## src/pkg/mdmx_cfg.svh

```systemverilog
// offsets, field positions, reset values and timing counts of the exec block
`ifndef MDMX_CFG_SVH
`define MDMX_CFG_SVH
// register byte offsets
`define MDMX_OFS_CTRL    8'h00
`define MDMX_OFS_OPA     8'h04
`define MDMX_OFS_OPB     8'h08
`define MDMX_OFS_FLAGS   8'h0C
`define MDMX_OFS_DATA_POINTER    8'h10
`define MDMX_OFS_REGION  8'h14
`define MDMX_OFS_WAIT    8'h18
`define MDMX_OFS_RESULT  8'h1C
`define MDMX_OFS_STATUS  8'h20
`define MDMX_OFS_XADDR   8'h24
// control fields
`define MDMX_CTRL_GO     31
`define MDMX_CTRL_LOC1   9:8
`define MDMX_CTRL_LOC2   11:10
`define MDMX_CTRL_OP     4:0
// reset value and mode settle count
`define MDMX_RST_REGION  8'h01
`define MDMX_SETTLE      8'h03
// timing rows {bin bytes, bin states, src bytes, src states}
`define MDMX_T_MULT_AB   24'h105105
`define MDMX_T_MULT_B    24'h306205
`define MDMX_T_MULT_W    24'h30C20B
`define MDMX_T_DIVD_AB   24'h10A10A
`define MDMX_T_DIVD_B    24'h30B20A
`define MDMX_T_DIVD_W    24'h315214
`define MDMX_T_DEC_ADJ   24'h101101
`define MDMX_T_UPPER     24'h503402
`define MDMX_T_EXTEND    24'h302201
`define MDMX_T_CODE      24'h106106
`define MDMX_T_XRD_RI    24'h104105
`define MDMX_T_XRD_DP    24'h103103
`define MDMX_T_XWR       24'h104104
`define MDMX_T_DIR_DIR   24'h303303
`define MDMX_T_DIR_ACCUM 24'h202202
`define MDMX_T_LD_PTR    24'h302302
`define MDMX_T_BANK_IMM  24'h201302
`define MDMX_T_IND_STORE 24'h103204
// state penalties
`define MDMX_PEN_PORT    8'h01
`define MDMX_PEN_SFR     8'h02
`define MDMX_PEN_EXT1    8'h01
`define MDMX_PEN_EXT2    8'h02
`endif

```

## src/pkg/mdmx_pkg.sv

```systemverilog
// types of the multiply, divide and move exec block
package mdmx_pkg;
    typedef enum logic [4:0] {
        OP_MULT_AB = 5'h00, OP_MULT_B = 5'h01, OP_MULT_W = 5'h02,
        OP_DIVD_AB = 5'h03, OP_DIVD_B = 5'h04, OP_DIVD_W = 5'h05,
        OP_DEC_ADJ = 5'h06, OP_UPPER_WORD = 5'h07, OP_SIGN_EXT = 5'h08,
        OP_ZERO_EXT = 5'h09, OP_CODE_DP = 5'h0A, OP_CODE_PC = 5'h0B,
        OP_XRD_RI = 5'h0C, OP_XRD_DP = 5'h0D, OP_XWR_RI = 5'h0E,
        OP_XWR_DP = 5'h0F, OP_DIR_DIR = 5'h10, OP_DIR_ACCUM = 5'h11,
        OP_LD_PTR = 5'h12, OP_BANK_IMM = 5'h13, OP_IND_STORE = 5'h14
    } mdmx_op_t;
    typedef enum logic [1:0] {
        LOC_INT = 2'h0, LOC_EXT = 2'h1, LOC_PORT = 2'h2, LOC_SFR = 2'h3
    } mdmx_loc_t;
    typedef enum logic [1:0] {
        BUS_IDLE = 2'h0, BUS_WAIT = 2'h1, BUS_DONE = 2'h2
    } mdmx_bus_t;
    typedef struct packed {
        mdmx_bus_t   bus;
        logic [7:0]  addr;
        logic        wr;
        logic        hready;
        logic [31:0] hrdata;
        mdmx_op_t    op;
        mdmx_loc_t   loc1;
        mdmx_loc_t   loc2;
        logic [31:0] opa;
        logic [31:0] opb;
        logic [31:0] result;
        logic [15:0] data_pointer;
        logic [7:0]  region;
        logic [3:0]  nwait;
        logic        carry;
        logic        aux;
        logic        ovf;
        logic        bad;
        logic        done;
        logic        busy;
        logic [7:0]  cnt;
        logic [7:0]  states;
        logic [3:0]  bytes;
        logic [2:0]  sync;
        logic        mode;
        logic        mode_ok;
        logic [23:0] xaddr;
    } mdmx_state_t;
endpackage : mdmx_pkg

```

## src/pkg/mdmx_exec_if.sv

```systemverilog
// operand and timing carrier between the exec core and its helpers
interface mdmx_exec_if;
    mdmx_pkg::mdmx_op_t  op;
    mdmx_pkg::mdmx_loc_t loc1;
    mdmx_pkg::mdmx_loc_t loc2;
    logic                src_mode;
    logic [3:0]          nwait;
    logic [31:0]         dst;
    logic [31:0]         src;
    logic                carry_in;
    logic                aux_in;
    logic [31:0]         result;
    logic                carry_out;
    logic                ovf;
    logic [7:0]          states;
    logic [3:0]          bytes;
    logic                valid;
    modport core (output op, loc1, loc2, src_mode, nwait, dst, src,
                  carry_in, aux_in,
                  input result, carry_out, ovf, states, bytes, valid);
    modport alu  (input op, dst, src, carry_in, aux_in,
                  output result, carry_out, ovf);
    modport tmg  (input op, loc1, loc2, src_mode, nwait,
                  output states, bytes, valid);
endinterface : mdmx_exec_if

```

## src/rtl/mdmx_core.sv

```systemverilog
// multiply, divide, decimal adjust and move exec block with ahb-lite slave
//
// The AHB-Lite slave port and the placing of the registers are this design's own decisions.
`include "mdmx_cfg.svh"
module mdmx_core
(
    // clock and reset
    input  wire logic        i_core_clk,
    input  wire logic        i_nrst,
    // ahb-lite slave
    input  wire logic        i_hsel,
    input  wire logic [31:0] i_haddr,
    input  wire logic [1:0]  i_htrans,
    input  wire logic        i_hwrite,
    input  wire logic [2:0]  i_hsize,
    input  wire logic [31:0] i_hwdata,
    input  wire logic        i_hready,
    output logic      [31:0] o_hrdata,
    output logic             o_hreadyout,
    output logic             o_hresp,
    // configuration strap and status
    input  wire logic        i_src_mode_strap,
    output logic             o_busy,
    output logic             o_src_mode,
    output logic      [23:0] o_ext_addr
);
    mdmx_pkg::mdmx_state_t s_reg;
    mdmx_pkg::mdmx_state_t s_next;
    mdmx_exec_if           u_if ();
    logic                  accept;

    function automatic logic [15:0] add16(input logic [7:0]  a,
                                          input logic [15:0] b);
        return b + {8'h00, a};
    endfunction : add16

    function automatic logic [31:0] status_word(
        input mdmx_pkg::mdmx_state_t st);
        return {12'h000, st.bytes, st.states, st.mode_ok, st.bad, st.ovf,
                st.aux, st.carry, st.mode, st.done, st.busy};
    endfunction : status_word

    // helpers
    mdmx_alu u_alu
    (
        .x (u_if.alu)
    );

    mdmx_tmg u_tmg
    (
        .x (u_if.tmg)
    );

    assign u_if.op       = s_reg.op;
    assign u_if.loc1     = s_reg.loc1;
    assign u_if.loc2     = s_reg.loc2;
    assign u_if.src_mode = s_reg.mode;
    assign u_if.nwait    = s_reg.nwait;
    assign u_if.dst      = s_reg.opa;
    assign u_if.src      = s_reg.opb;
    assign u_if.carry_in = s_reg.carry;
    assign u_if.aux_in   = s_reg.aux;

    assign accept = i_hsel & i_htrans[1] & i_hready;

    always_comb
    begin
        s_next      = s_reg;
        s_next.sync = {s_reg.sync[1:0], i_src_mode_strap};

        // opcode mode capture after reset release
        if (!s_reg.mode_ok)
        begin
            if (s_reg.cnt < `MDMX_SETTLE)
                s_next.cnt = s_reg.cnt + 8'h01;
            else if (s_reg.sync[1] == s_reg.sync[2])
            begin
                s_next.mode    = s_reg.sync[2];
                s_next.mode_ok = 1'b1;
                s_next.cnt     = 8'h00;
            end
        end

        // bus slave
        if (s_reg.bus == mdmx_pkg::BUS_WAIT)
        begin
            s_next.bus    = mdmx_pkg::BUS_DONE;
            s_next.hready = 1'b1;
            if (s_reg.wr)
            begin
                if (!s_reg.busy)
                begin
                    case (s_reg.addr)
                        `MDMX_OFS_CTRL:
                        begin
                            s_next.op   = mdmx_pkg::mdmx_op_t'(
                                i_hwdata[`MDMX_CTRL_OP]);
                            s_next.loc1 = mdmx_pkg::mdmx_loc_t'(
                                i_hwdata[`MDMX_CTRL_LOC1]);
                            s_next.loc2 = mdmx_pkg::mdmx_loc_t'(
                                i_hwdata[`MDMX_CTRL_LOC2]);
                            if (i_hwdata[`MDMX_CTRL_GO] && s_reg.mode_ok)
                            begin
                                s_next.busy = 1'b1;
                                s_next.done = 1'b0;
                                s_next.bad  = 1'b0;
                                s_next.cnt  = 8'h01;
                            end
                        end
                        `MDMX_OFS_OPA:    s_next.opa    = i_hwdata;
                        `MDMX_OFS_OPB:    s_next.opb    = i_hwdata;
                        `MDMX_OFS_FLAGS:
                        begin
                            s_next.carry = i_hwdata[0];
                            s_next.aux   = i_hwdata[1];
                        end
                        `MDMX_OFS_DATA_POINTER:   s_next.data_pointer   = i_hwdata[15:0];
                        `MDMX_OFS_REGION: s_next.region = i_hwdata[7:0];
                        `MDMX_OFS_WAIT:   s_next.nwait  = i_hwdata[3:0];
                        default:          s_next.nwait  = s_reg.nwait;
                    endcase
                end
            end
            else
            begin
                case (s_reg.addr)
                    `MDMX_OFS_CTRL:
                        s_next.hrdata = {20'h00000, s_reg.loc2,
                                         s_reg.loc1, 3'h0, s_reg.op};
                    `MDMX_OFS_OPA:    s_next.hrdata = s_reg.opa;
                    `MDMX_OFS_OPB:    s_next.hrdata = s_reg.opb;
                    `MDMX_OFS_FLAGS:
                        s_next.hrdata = {30'h0, s_reg.aux,
                                         s_reg.carry};
                    `MDMX_OFS_DATA_POINTER:   s_next.hrdata = {16'h0000, s_reg.data_pointer};
                    `MDMX_OFS_REGION: s_next.hrdata = {24'h000000,
                                                       s_reg.region};
                    `MDMX_OFS_WAIT:   s_next.hrdata = {28'h0000000,
                                                       s_reg.nwait};
                    `MDMX_OFS_RESULT: s_next.hrdata = s_reg.result;
                    `MDMX_OFS_STATUS: s_next.hrdata = status_word(s_reg);
                    `MDMX_OFS_XADDR:  s_next.hrdata = {8'h00, s_reg.xaddr};
                    default:          s_next.hrdata = 32'h00000000;
                endcase
            end
        end
        else if (accept)
        begin
            s_next.bus    = mdmx_pkg::BUS_WAIT;
            s_next.hready = 1'b0;
            s_next.addr   = i_haddr[7:0];
            s_next.wr     = i_hwrite;
        end
        else
        begin
            s_next.bus    = mdmx_pkg::BUS_IDLE;
            s_next.hready = 1'b1;
        end

        // execution: busy for exactly the counted states, one cycle for an invalid op
        if (s_reg.busy)
        begin
            if (!u_if.valid)
            begin
                s_next.busy = 1'b0;
                s_next.bad  = 1'b1;
                s_next.done = 1'b1;
                s_next.cnt  = 8'h00;
            end
            else if (s_reg.cnt >= u_if.states)
            begin
                s_next.busy   = 1'b0;
                s_next.done   = 1'b1;
                s_next.cnt    = 8'h00;
                s_next.states = u_if.states;
                s_next.bytes  = u_if.bytes;
                s_next.result = u_if.result;
                s_next.carry  = u_if.carry_out;
                s_next.ovf    = u_if.ovf;
                case (s_reg.op)
                    mdmx_pkg::OP_CODE_DP:
                        s_next.xaddr = {8'h00,
                            add16(s_reg.opa[7:0], s_reg.data_pointer)};
                    mdmx_pkg::OP_CODE_PC:
                        s_next.xaddr = {8'h00,
                            add16(s_reg.opa[7:0], s_reg.opa[31:16])};
                    mdmx_pkg::OP_XRD_DP, mdmx_pkg::OP_XWR_DP:
                        s_next.xaddr = {s_reg.region, s_reg.data_pointer};
                    mdmx_pkg::OP_XRD_RI, mdmx_pkg::OP_XWR_RI:
                        s_next.xaddr = {s_reg.region, 8'h00,
                                        s_reg.opb[15:8]};
                    mdmx_pkg::OP_LD_PTR:
                        s_next.data_pointer  = s_reg.opb[15:0];
                    default:
                        s_next.xaddr = s_reg.xaddr;
                endcase
            end
            else
                s_next.cnt = s_reg.cnt + 8'h01;
        end
    end

    always_ff @(posedge i_core_clk or negedge i_nrst)
    begin
        if (!i_nrst)
        begin
            s_reg        <= '0;
            s_reg.bus    <= mdmx_pkg::BUS_IDLE;
            s_reg.hready <= 1'b1;
            s_reg.op     <= mdmx_pkg::OP_MULT_AB;
            s_reg.loc1   <= mdmx_pkg::LOC_INT;
            s_reg.loc2   <= mdmx_pkg::LOC_INT;
            s_reg.region <= `MDMX_RST_REGION;
        end
        else
            s_reg <= s_next;
    end

    // outputs straight from state except o_hresp, tied low
    assign o_hrdata    = s_reg.hrdata;
    assign o_hreadyout = s_reg.hready;
    assign o_hresp     = 1'b0;
    assign o_busy      = s_reg.busy;
    assign o_src_mode  = s_reg.mode;
    assign o_ext_addr  = s_reg.xaddr;
endmodule : mdmx_core

```

## src/rtl/mdmx_alu.sv

```systemverilog
// arithmetic and move data path of the exec block
module mdmx_alu
(
    // operands and results
    mdmx_exec_if.alu x
);
    logic [15:0] prod8;
    logic [31:0] q8;
    logic [31:0] q16;
    logic [8:0]  adj;

    function automatic logic [31:0] divide16(input logic [15:0] n,
                                             input logic [15:0] d);
        if (d == 16'h0000)
            return {16'hFFFF, n};
        return {n / d, n % d};
    endfunction : divide16

    always_comb
    begin
        prod8       = {8'h00, x.dst[7:0]} * {8'h00, x.src[7:0]};
        q8          = divide16({8'h00, x.dst[7:0]}, {8'h00, x.src[7:0]});
        q16         = divide16(x.dst[15:0], x.src[15:0]);
        adj         = {1'b0, x.dst[7:0]};
        x.result    = x.src;
        x.carry_out = x.carry_in;
        x.ovf       = 1'b0;
        case (x.op)
            mdmx_pkg::OP_MULT_AB, mdmx_pkg::OP_MULT_B:
            begin
                x.result    = {16'h0000, prod8};
                x.carry_out = 1'b0;
                x.ovf       = |prod8[15:8];
            end
            mdmx_pkg::OP_MULT_W:
            begin
                x.result    = {16'h0000, x.dst[15:0]} *
                              {16'h0000, x.src[15:0]};
                x.carry_out = 1'b0;
                x.ovf       = |x.result[31:16];
            end
            mdmx_pkg::OP_DIVD_AB:
            begin
                x.result    = {16'h0000, q8[7:0], q8[23:16]};
                x.carry_out = 1'b0;
                x.ovf       = (x.src[7:0] == 8'h00);
            end
            mdmx_pkg::OP_DIVD_B:
            begin
                x.result    = {16'h0000, q8[23:16], q8[7:0]};
                x.carry_out = 1'b0;
                x.ovf       = (x.src[7:0] == 8'h00);
            end
            mdmx_pkg::OP_DIVD_W:
            begin
                x.result    = q16;
                x.carry_out = 1'b0;
                x.ovf       = (x.src[15:0] == 16'h0000);
            end
            mdmx_pkg::OP_DEC_ADJ:
            begin
                if (x.dst[3:0] > 4'h9 || x.aux_in)
                    adj = adj + 9'h006;
                if (adj[7:4] > 4'h9 || x.carry_in || adj[8])
                    adj = adj + 9'h060;
                x.result    = {x.dst[31:8], adj[7:0]};
                x.carry_out = x.carry_in | adj[8];
            end
            mdmx_pkg::OP_UPPER_WORD: x.result = {x.src[15:0], x.dst[15:0]};
            mdmx_pkg::OP_SIGN_EXT:
                x.result = {16'h0000, {8{x.src[7]}}, x.src[7:0]};
            mdmx_pkg::OP_ZERO_EXT:
                x.result = {16'h0000, 8'h00, x.src[7:0]};
            mdmx_pkg::OP_CODE_DP, mdmx_pkg::OP_CODE_PC,
            mdmx_pkg::OP_XRD_RI, mdmx_pkg::OP_XRD_DP:
                x.result = {x.dst[31:8], x.src[7:0]};
            mdmx_pkg::OP_XWR_RI, mdmx_pkg::OP_XWR_DP:
                x.result = x.dst;
            default: x.result = x.src;
        endcase
    end
endmodule : mdmx_alu

```

## src/rtl/mdmx_tmg.sv

```systemverilog
// encoding length and state count of each exec operation
`include "mdmx_cfg.svh"
module mdmx_tmg
(
    // operation and cost
    mdmx_exec_if.tmg x
);
    logic [23:0] row;
    logic [7:0]  pen;

    function automatic logic [7:0] dir_pen(input mdmx_pkg::mdmx_loc_t l);
        case (l)
            mdmx_pkg::LOC_PORT: return `MDMX_PEN_PORT;
            mdmx_pkg::LOC_SFR:  return `MDMX_PEN_SFR;
            default:            return 8'h00;
        endcase
    endfunction : dir_pen

    always_comb
    begin
        row     = 24'h000000;
        x.valid = 1'b1;
        case (x.op)
            mdmx_pkg::OP_MULT_AB:    row = `MDMX_T_MULT_AB;
            mdmx_pkg::OP_MULT_B:     row = `MDMX_T_MULT_B;
            mdmx_pkg::OP_MULT_W:     row = `MDMX_T_MULT_W;
            mdmx_pkg::OP_DIVD_AB:    row = `MDMX_T_DIVD_AB;
            mdmx_pkg::OP_DIVD_B:     row = `MDMX_T_DIVD_B;
            mdmx_pkg::OP_DIVD_W:     row = `MDMX_T_DIVD_W;
            mdmx_pkg::OP_DEC_ADJ:    row = `MDMX_T_DEC_ADJ;
            mdmx_pkg::OP_UPPER_WORD: row = `MDMX_T_UPPER;
            mdmx_pkg::OP_SIGN_EXT:   row = `MDMX_T_EXTEND;
            mdmx_pkg::OP_ZERO_EXT:   row = `MDMX_T_EXTEND;
            mdmx_pkg::OP_CODE_DP:    row = `MDMX_T_CODE;
            mdmx_pkg::OP_CODE_PC:    row = `MDMX_T_CODE;
            mdmx_pkg::OP_XRD_RI:     row = `MDMX_T_XRD_RI;
            mdmx_pkg::OP_XRD_DP:     row = `MDMX_T_XRD_DP;
            mdmx_pkg::OP_XWR_RI:     row = `MDMX_T_XWR;
            mdmx_pkg::OP_XWR_DP:     row = `MDMX_T_XWR;
            mdmx_pkg::OP_DIR_DIR:    row = `MDMX_T_DIR_DIR;
            mdmx_pkg::OP_DIR_ACCUM:  row = `MDMX_T_DIR_ACCUM;
            mdmx_pkg::OP_LD_PTR:     row = `MDMX_T_LD_PTR;
            mdmx_pkg::OP_BANK_IMM:   row = `MDMX_T_BANK_IMM;
            mdmx_pkg::OP_IND_STORE:  row = `MDMX_T_IND_STORE;
            default:                 x.valid = 1'b0;
        endcase
        pen = 8'h00;
        case (x.op)
            mdmx_pkg::OP_CODE_DP, mdmx_pkg::OP_CODE_PC, mdmx_pkg::OP_XWR_DP:
                if (x.loc1 == mdmx_pkg::LOC_EXT)
                    pen = {4'h0, x.nwait} + `MDMX_PEN_EXT1;
            mdmx_pkg::OP_XRD_DP:
                if (x.loc1 == mdmx_pkg::LOC_EXT)
                    pen = {4'h0, x.nwait} + `MDMX_PEN_EXT2;
            mdmx_pkg::OP_DIR_DIR:
                pen = dir_pen(x.loc1) + dir_pen(x.loc2);
            mdmx_pkg::OP_DIR_ACCUM:
                pen = dir_pen(x.loc1);
            default: pen = 8'h00;
        endcase
        x.states = (x.src_mode ? row[7:0] : row[19:12]) + pen;
        x.bytes  = x.src_mode ? row[11:8] : row[23:20];
    end
endmodule : mdmx_tmg

```

## config.mk

```make
export PLATFORM = sky130hd
export DESIGN_NAME = mdmx_core
export DESIGN_NICKNAME = d
export VERILOG_FILES = /design/src/pkg/mdmx_pkg.sv /design/src/pkg/mdmx_exec_if.sv /design/src/rtl/mdmx_core.sv /design/src/rtl/mdmx_alu.sv /design/src/rtl/mdmx_tmg.sv
export VERILOG_INCLUDE_DIRS = /design/src /design/src/pkg
export SDC_FILE = /design/constraint.sdc
export NUM_CORES = 2
export LEC_CHECK = 0
export ABC_AREA = 1
export ABC_CLOCK_PERIOD_IN_PS = 106100
export BUFFER_PORTS_ARGS = -buffer_cell sky130_fd_sc_hd__buf_2
export CAP_MARGIN = 40
export CORE_MARGIN = 2
export CORE_UTILIZATION = 45
export CTS_BUF_LIST = sky130_fd_sc_hd__clkbuf_8
export DETAILED_ROUTE_END_ITERATION = 16
export SLEW_MARGIN = 20
export SYNTH_ARGS = -nofsm -noshare
export SYNTH_HDL_FRONTEND = slang
export SYNTH_SLANG_ARGS = --single-unit
```

## constraint.sdc

```tcl
create_clock -name i_core_clk -period 106.1 [get_ports i_core_clk]
set_input_delay 15.915 -clock i_core_clk [delete_from_list [all_inputs] [get_ports i_core_clk]]
set_output_delay 15.915 -clock i_core_clk [all_outputs]
set_load 0.02 [all_outputs]
```

==> Yosys cells after proc, flatten, opt, wreduce, memory -nomap -nowiden <==
Index checks and enable logic that the tools add are counted.
{ "op_classes": {"n_addsub": 9, "mul": 2, "div": 4, "magnitude_cmp": 4, "eq_ne": 37, "n_shift": 0, "n_mux": 62, "bitwise_logic": 8, "reduce_logical": 33} }
{ "ops": {"columns": ["op", "n"], "rows": [
  ["case mux 23 bit (18 select lines)", 1],
  ["case mux 32 bit (11 select lines)", 1],
  ["case mux 32 bit (10 select lines)", 1],
  ["case mux 24 bit (4 select lines)", 1],
  ["2-to-1 mux 30 bit", 3],
  ["2-to-1 mux 16 bit", 5],
  ["2-to-1 mux 8 bit", 10],
  ["2-to-1 mux 32 bit", 2],
  ["2-to-1 mux 11 bit", 5],
  ["2-to-1 mux 24 bit", 2],
  ["equality test 5 x 4 -> 1 bit (second input constant)", 8],
  ["2-to-1 mux 9 bit", 4],
  ["adder 16 x 8 -> 16 bit", 2],
  ["equality test 8 x 5 -> 1 bit (second input constant)", 4],
  ["multiplier 16 x 16 -> 32 bit", 1],
  ["case mux 8 bit (4 select lines)", 1],
  ["AND reduction 4 bit", 7],
  ["equality test 5 bit (second input constant)", 5],
  ["2-to-1 mux 12 bit", 2],
  ["2-to-1 mux 23 bit", 1],
  ["OR reduction 21 bit", 1],
  ["equality test 5 x 3 -> 1 bit (second input constant)", 4],
  ["adder 8 bit", 2],
  ["divider 16 x 16 -> 16 bit", 1],
  ["45 further kinds", 85]
]} }
{ "totals": {"register_bits": 232, "latchBits": 0, "ram_bits": 0, "rom_bits": 0, "output_inout_bits": 60, "memories": 0} }

==> Depth between registers and ports, before layout <==
{ "depth": {"word_depth": 14, "depth_mapped": 257} }

==> Modules after synthesis <==
A second synthesis with hierarchy kept.
{ "unflattened": {"cells_unflattened": 5244, "hier_area_um2": 36550.1} }
{ "modules_own_cells": {"columns": ["module", "instances", "cells_per_inst", "area_each_um2", "seq_area_each_um2"], "rows": [
  ["mdmx_alu", 1, 3599, 23721.5, 0.0],
  ["mdmx_core", 1, 1471, 11905.2, 5808.1],
  ["mdmx_tmg", 1, 174, 923.4, 0.0]
]} }

==> Worst setup path after synthesis <==
No wires, ideal clock.
{ "synth_path": {"path_type": "reg2reg", "startpoint": "register s_reg, in the netlist u_if.src[0]", "endpoint": "register s_reg[98] in the netlist's numbering", "setup_time_ns": 0.065, "arrival_time_ns": 33.143, "required_time_ns": 106.035, "slack_ns": 72.892, "path_stages_with_launch": 241, "n_path_buf": 13, "period_less_slack_ns": 33.208, "path_cell_list": "dfrtp_1 buf_4 inv_1 ha_1 o21ai_0 nor2_1 nand2_1 inv_1 o21ai_0 inv_1 ha_1 nand2_1 a2111oi_1 a21oi_1 ha_1 inv_1 o21bai_1 a21oi_1 [205 not listed] a21oi_1 o21bai_1 a21oi_1 o21bai_1 a21oi_1 o21bai_1 a21oi_1 o21bai_1 a21o_1 a21oi_1 or2_2 a21oi_1 o21ai_0 o21ai_0 nor3_1 nand2_1 nand2_1 nand2_1"} }
{ "synth_via": {"elab_chain_len": 4, "elab_cells_between_ends": 12, "classes_between": "mul: 2; div: 3; mux: 5; reduce/logical: 2"} }
{ "synth_rtl": {"columns": ["element", "line", "source"], "rows": [
  ["start, declared", "mdmx_core.sv:27", "mdmx_pkg::mdmx_state_t s_reg;"],
  ["start signal, assigned", "mdmx_core.sv:216", "s_reg <= s_next;"],
  ["parallel branches: the longest is 3 deep, another holds remainder unit 16 x 16 -> 16 bit", null, null],
  ["case mux 32 bit (11 select lines) *", "mdmx_alu.sv:28", "case (x.op)"]
]} }
Mark *: on every way between the ends.
A chain may end at the register's enable or synchronous reset.

==> Final worst setup path <==
{ "layout_path": {"startpoint": "register s_reg, in the netlist u_if.src[15]", "endpoint": "register s_reg[94] in the netlist's numbering"} }
{ "layout_via": {"elab_chain_len": 4, "elab_cells_between_ends": 5, "classes_between": "div: 1; mux: 3; reduce/logical: 1"} }
{ "layout_rtl": {"columns": ["element", "line", "source"], "rows": [
  ["parallel branches: the longest is 2 deep, another holds remainder unit 16 x 16 -> 16 bit", null, null],
  ["2-to-1 mux 32 bit *", "mdmx_alu.sv:16", "return {n / d, n % d};"],
  ["case mux 32 bit (11 select lines) *", "mdmx_alu.sv:28", null]
]} }
Marks and branches as above.

==> flow_summary_export.csv <==
group,metric,value,unit
logic_synthesis,syn_area_per_cell,7.08,um2
sta,tns,0,ns
global_route,antenna_found_initial,2,
finish,layout_common_cells,"nand2_1, inv_1, ha_1",
finish,nets,5690,
finish,fillers,8085,
logic_synthesis,yosys_warnings,0,
placed_design,hpwl,90.4,mm
logic_synthesis,synth-seq-cells,229,
finish,final_cells,6043,
drt,routed_wl,119,mm
placed_design,numPortBuffers,105,
cts,cts_root_buf,"clkbuf_8",
sta,skew,0.0351,ns
global_route,grtUsageMet2,47.3,%
sta,hold_viol_final,0,
sta,post-route-min-period,39.83,ns
logic_synthesis,synth_cell_type_count,67,
finish,area_growth,5.91,%
global_route,grtUsageMet1,39.0,%
global_route,grt_pass1_wl,185,mm
sta,relSlewSlack,38.3,%
worst_setup_path,worst-setup-path-type,"reg -> reg",
worst_setup_path,start_kind,"flip-flop",
drt,antenna_left,0,
worst_setup_path,crit_family,"compound AO/OA/AOI/OAI gates",
floorplanning,start_util,45.5,%
worst_setup_path,worst_path_max_delay_cell,"a221oi_1",
logic_synthesis,synth_ff_type,"dfrtp_1",
sta,slew_violations,0,
worst_setup_path,crit_top_cell,"nand2_1",
global_route,grt_pass1_vias,31900,
cts,cts_tree,"built",
finish,largest_reg_flops,89,
cts,holdBufCountCts,0,
cts,clock_sinks,229,
placed_design,placed_cells,5973,
sta,tightest_slew,0.913,ns
floorplanning,die_h,284,um
floorplanning,core.rowCount,102,
global_route,gr-max-usage-layer,"met2",
floorplanning,pin_count,135,
drt,drt-initial-drc-count,2797,
cts,path_clk_slew,0.06,ns
worst_setup_path,crit_arrival,40.34,ns
sta,min_period_over_period,37.5,%
global_route,grt-ovfl-total,0,
drt,viasPerCell,5.47,
sta,max_freq,25.1,MHz
finish,layout_commonest_cell,"nand2_1",
floorplanning,core-area,77600,um2
global_route,grt_util_all_layers,29.3,%
logic_synthesis,synth_edf_count,0,
placed_design,place.gp.congestion,0.996,
floorplanning,die_area,80700,um2
logic_synthesis,synthCells,4985,
cts,clk_latency,0.60,ns
worst_setup_path,cp_num_buf_inv,46,
finish,drive_above_1_share,7.60,%
sta,finalSetupViolCount,0,
run,drv_cap,0,
logic_synthesis,synth.yosys.seq_area_share,16.2,%
finish,postLayoutCoreUtil,48.2,%
cts,h-tree-depth,2,
logic_synthesis,synth_async_sr_flop_share,100,%
worst_setup_path,endpoint_kind,"flip-flop",
drt,first_pass_iters,6,
global_route,use_met3,4.06,%
logic_synthesis,synth_area,35300,um2
cts,cts_resized,0,
drt,drc_errors,0,
floorplanning,die_w,284,um
worst_setup_path,max_stage_delay,0.70,ns
worst_setup_path,path_max_fanout,22,
drt,wire_per_inst,19.6,um
cts,cts.path.max_buffers,3,
drt,num_vias,33100,
worst_hold_path,hold_path_class,"reg -> reg",
cts,cts_buffers,39,
run_status,status,"finished clean",
sta,rsz0062_at_grt,"no",
worst_setup_path,worstPathRequired,106.61,ns
cts,post_cts_buffers,0,
global_route,grt_max_degree,114,
[synthesized netlist by cell type (6+ instances only)]
master     number  area share [%]
a2111oi_0      10            0.25
a211oi_1       11            0.23
a21o_1         44            0.94
a21oi_1       195             2.8
a221oi_1       30            0.74
a22oi_1        22            0.47
a31oi_1         7            0.12
buf_1          25            0.27
buf_2           7           0.099
buf_4          62             1.3
buf_6           6            0.19
clkbuf_1      141             1.5
clkinv_1        7           0.074
dfrtp_1       227              16
fa_1          235              13
ha_1          402              14
inv_1         888             9.4
inv_2          17            0.18
nand2_1      1176              13
nand2_2        24            0.43
nand2_4        17            0.54
nand3_1       143             2.0
nand3_2        14            0.40
nand3b_1       10            0.21
nand4_1        47            0.83
nor2_1        264             2.8
nor2_2          8            0.14
nor2_4          7            0.22
nor3_1         44            0.62
nor4_1         13            0.23
o2111ai_1      19            0.47
o211ai_1       32            0.68
o21a_1          8            0.17
o21ai_0       386             5.5
o21ai_1        34            0.48
o21bai_1       40            0.85
o221ai_1       22            0.55
o22ai_1        46            0.82
o31ai_1        18            0.38
or2_2          31            0.55
xnor2_1        96             2.4
xor2_1         99             2.5
[metrics by stage]
step,cell area [um2],worst slack [ns],hold slack (ns)
2_1_floorplan,35300,72.89,0.331
3_3_place_gp,36500,66.00,0.340
3_5_place_dp,36600,66.18,0.341
4_1_cts,37300,66.03,0.353
5_1_grt,37400,62.43,0.361
6_report,37400,66.27,0.350
[worst register-to-register path, delay by kind of cell, from the launching register on]
family | cells | cell delay (ns)
adder cells (fa/ha/maj) | 15 | 4.87
AND/OR/NAND/NOR | 87 | 10.92
buffers and inverters | 46 | 6.69
flip-flops | 1 | 0.37
AO/OA/AOI/OAI | 92 | 16.85
[layout make-up]
class	instances	area (um2)	share of cell area, %
repair buffers	188	1240	3.31
multi-input cells	3608	25000	66.8
clock buffers	44	606	1.62
inverters	912	3420	9.16
flip-flops and latches	229	5730	15.3
diodes	1	2.50	0.00669
well taps	1040	1300	3.48
clock inverters	21	106	0.284
[final timing paths]
| check | startpoint | end | slack, ns | cells past startpoint |
|---|---|---|---|---|
| setup / recovery | u_if.src[15]$_DFFE_PN0P_ | s_reg[94]$_DFFE_PN0P_ | 66.27 | 240 |
| max in group asynchronous | i_nrst | u_if.dst[29]$_DFFE_PN0P_ | 88.81 | 4 |
| setup reg to reg | u_if.src[15]$_DFFE_PN0P_ | s_reg[94]$_DFFE_PN0P_ | 66.27 | 240 |
| min in group asynchronous | i_nrst | o_hrdata[26]$_DFFE_PN0P_ | 15.34 | 1 |
| hold reg to reg | s_next[27]$_DFF_PN0_ | s_next[28]$_DFF_PN0_ | 0.35 | 0 |
| hold / removal | s_next[27]$_DFF_PN0_ | s_next[28]$_DFF_PN0_ | 0.35 | 0 |
[metal layers]
layer,routed length [um],vias up,part of all wire [%]
met2,53100,1209,45
met1,50000,15700,42
met4,6350,0,5.4
li1,-,15900,-
met3,9200,279,7.8
met5,0,-,0
[cell families (layout without fill, tap and decap cells)]
logic type | after synthesis | count (layout) | synth area share [%]
and+or+nand+nor | 1816 | 1816 | 22.1
buffers and inverters | 1156 | 1165 | 13.2
AOI/OAI and AO/OA | 947 | 947 | 16.0
adders and majority gates | 637 | 637 | 27.6
DFF | 229 | 229 | 16.2
xor gates and xnor gates | 195 | 195 | 4.84
muxes | 4 | 4 | 0.113
other | 1 | 10 | 0.0106
Power is left out: the tool's default activity adds up to more than one toggle a clock period on the data nets, which glitch-free logic cannot reach.
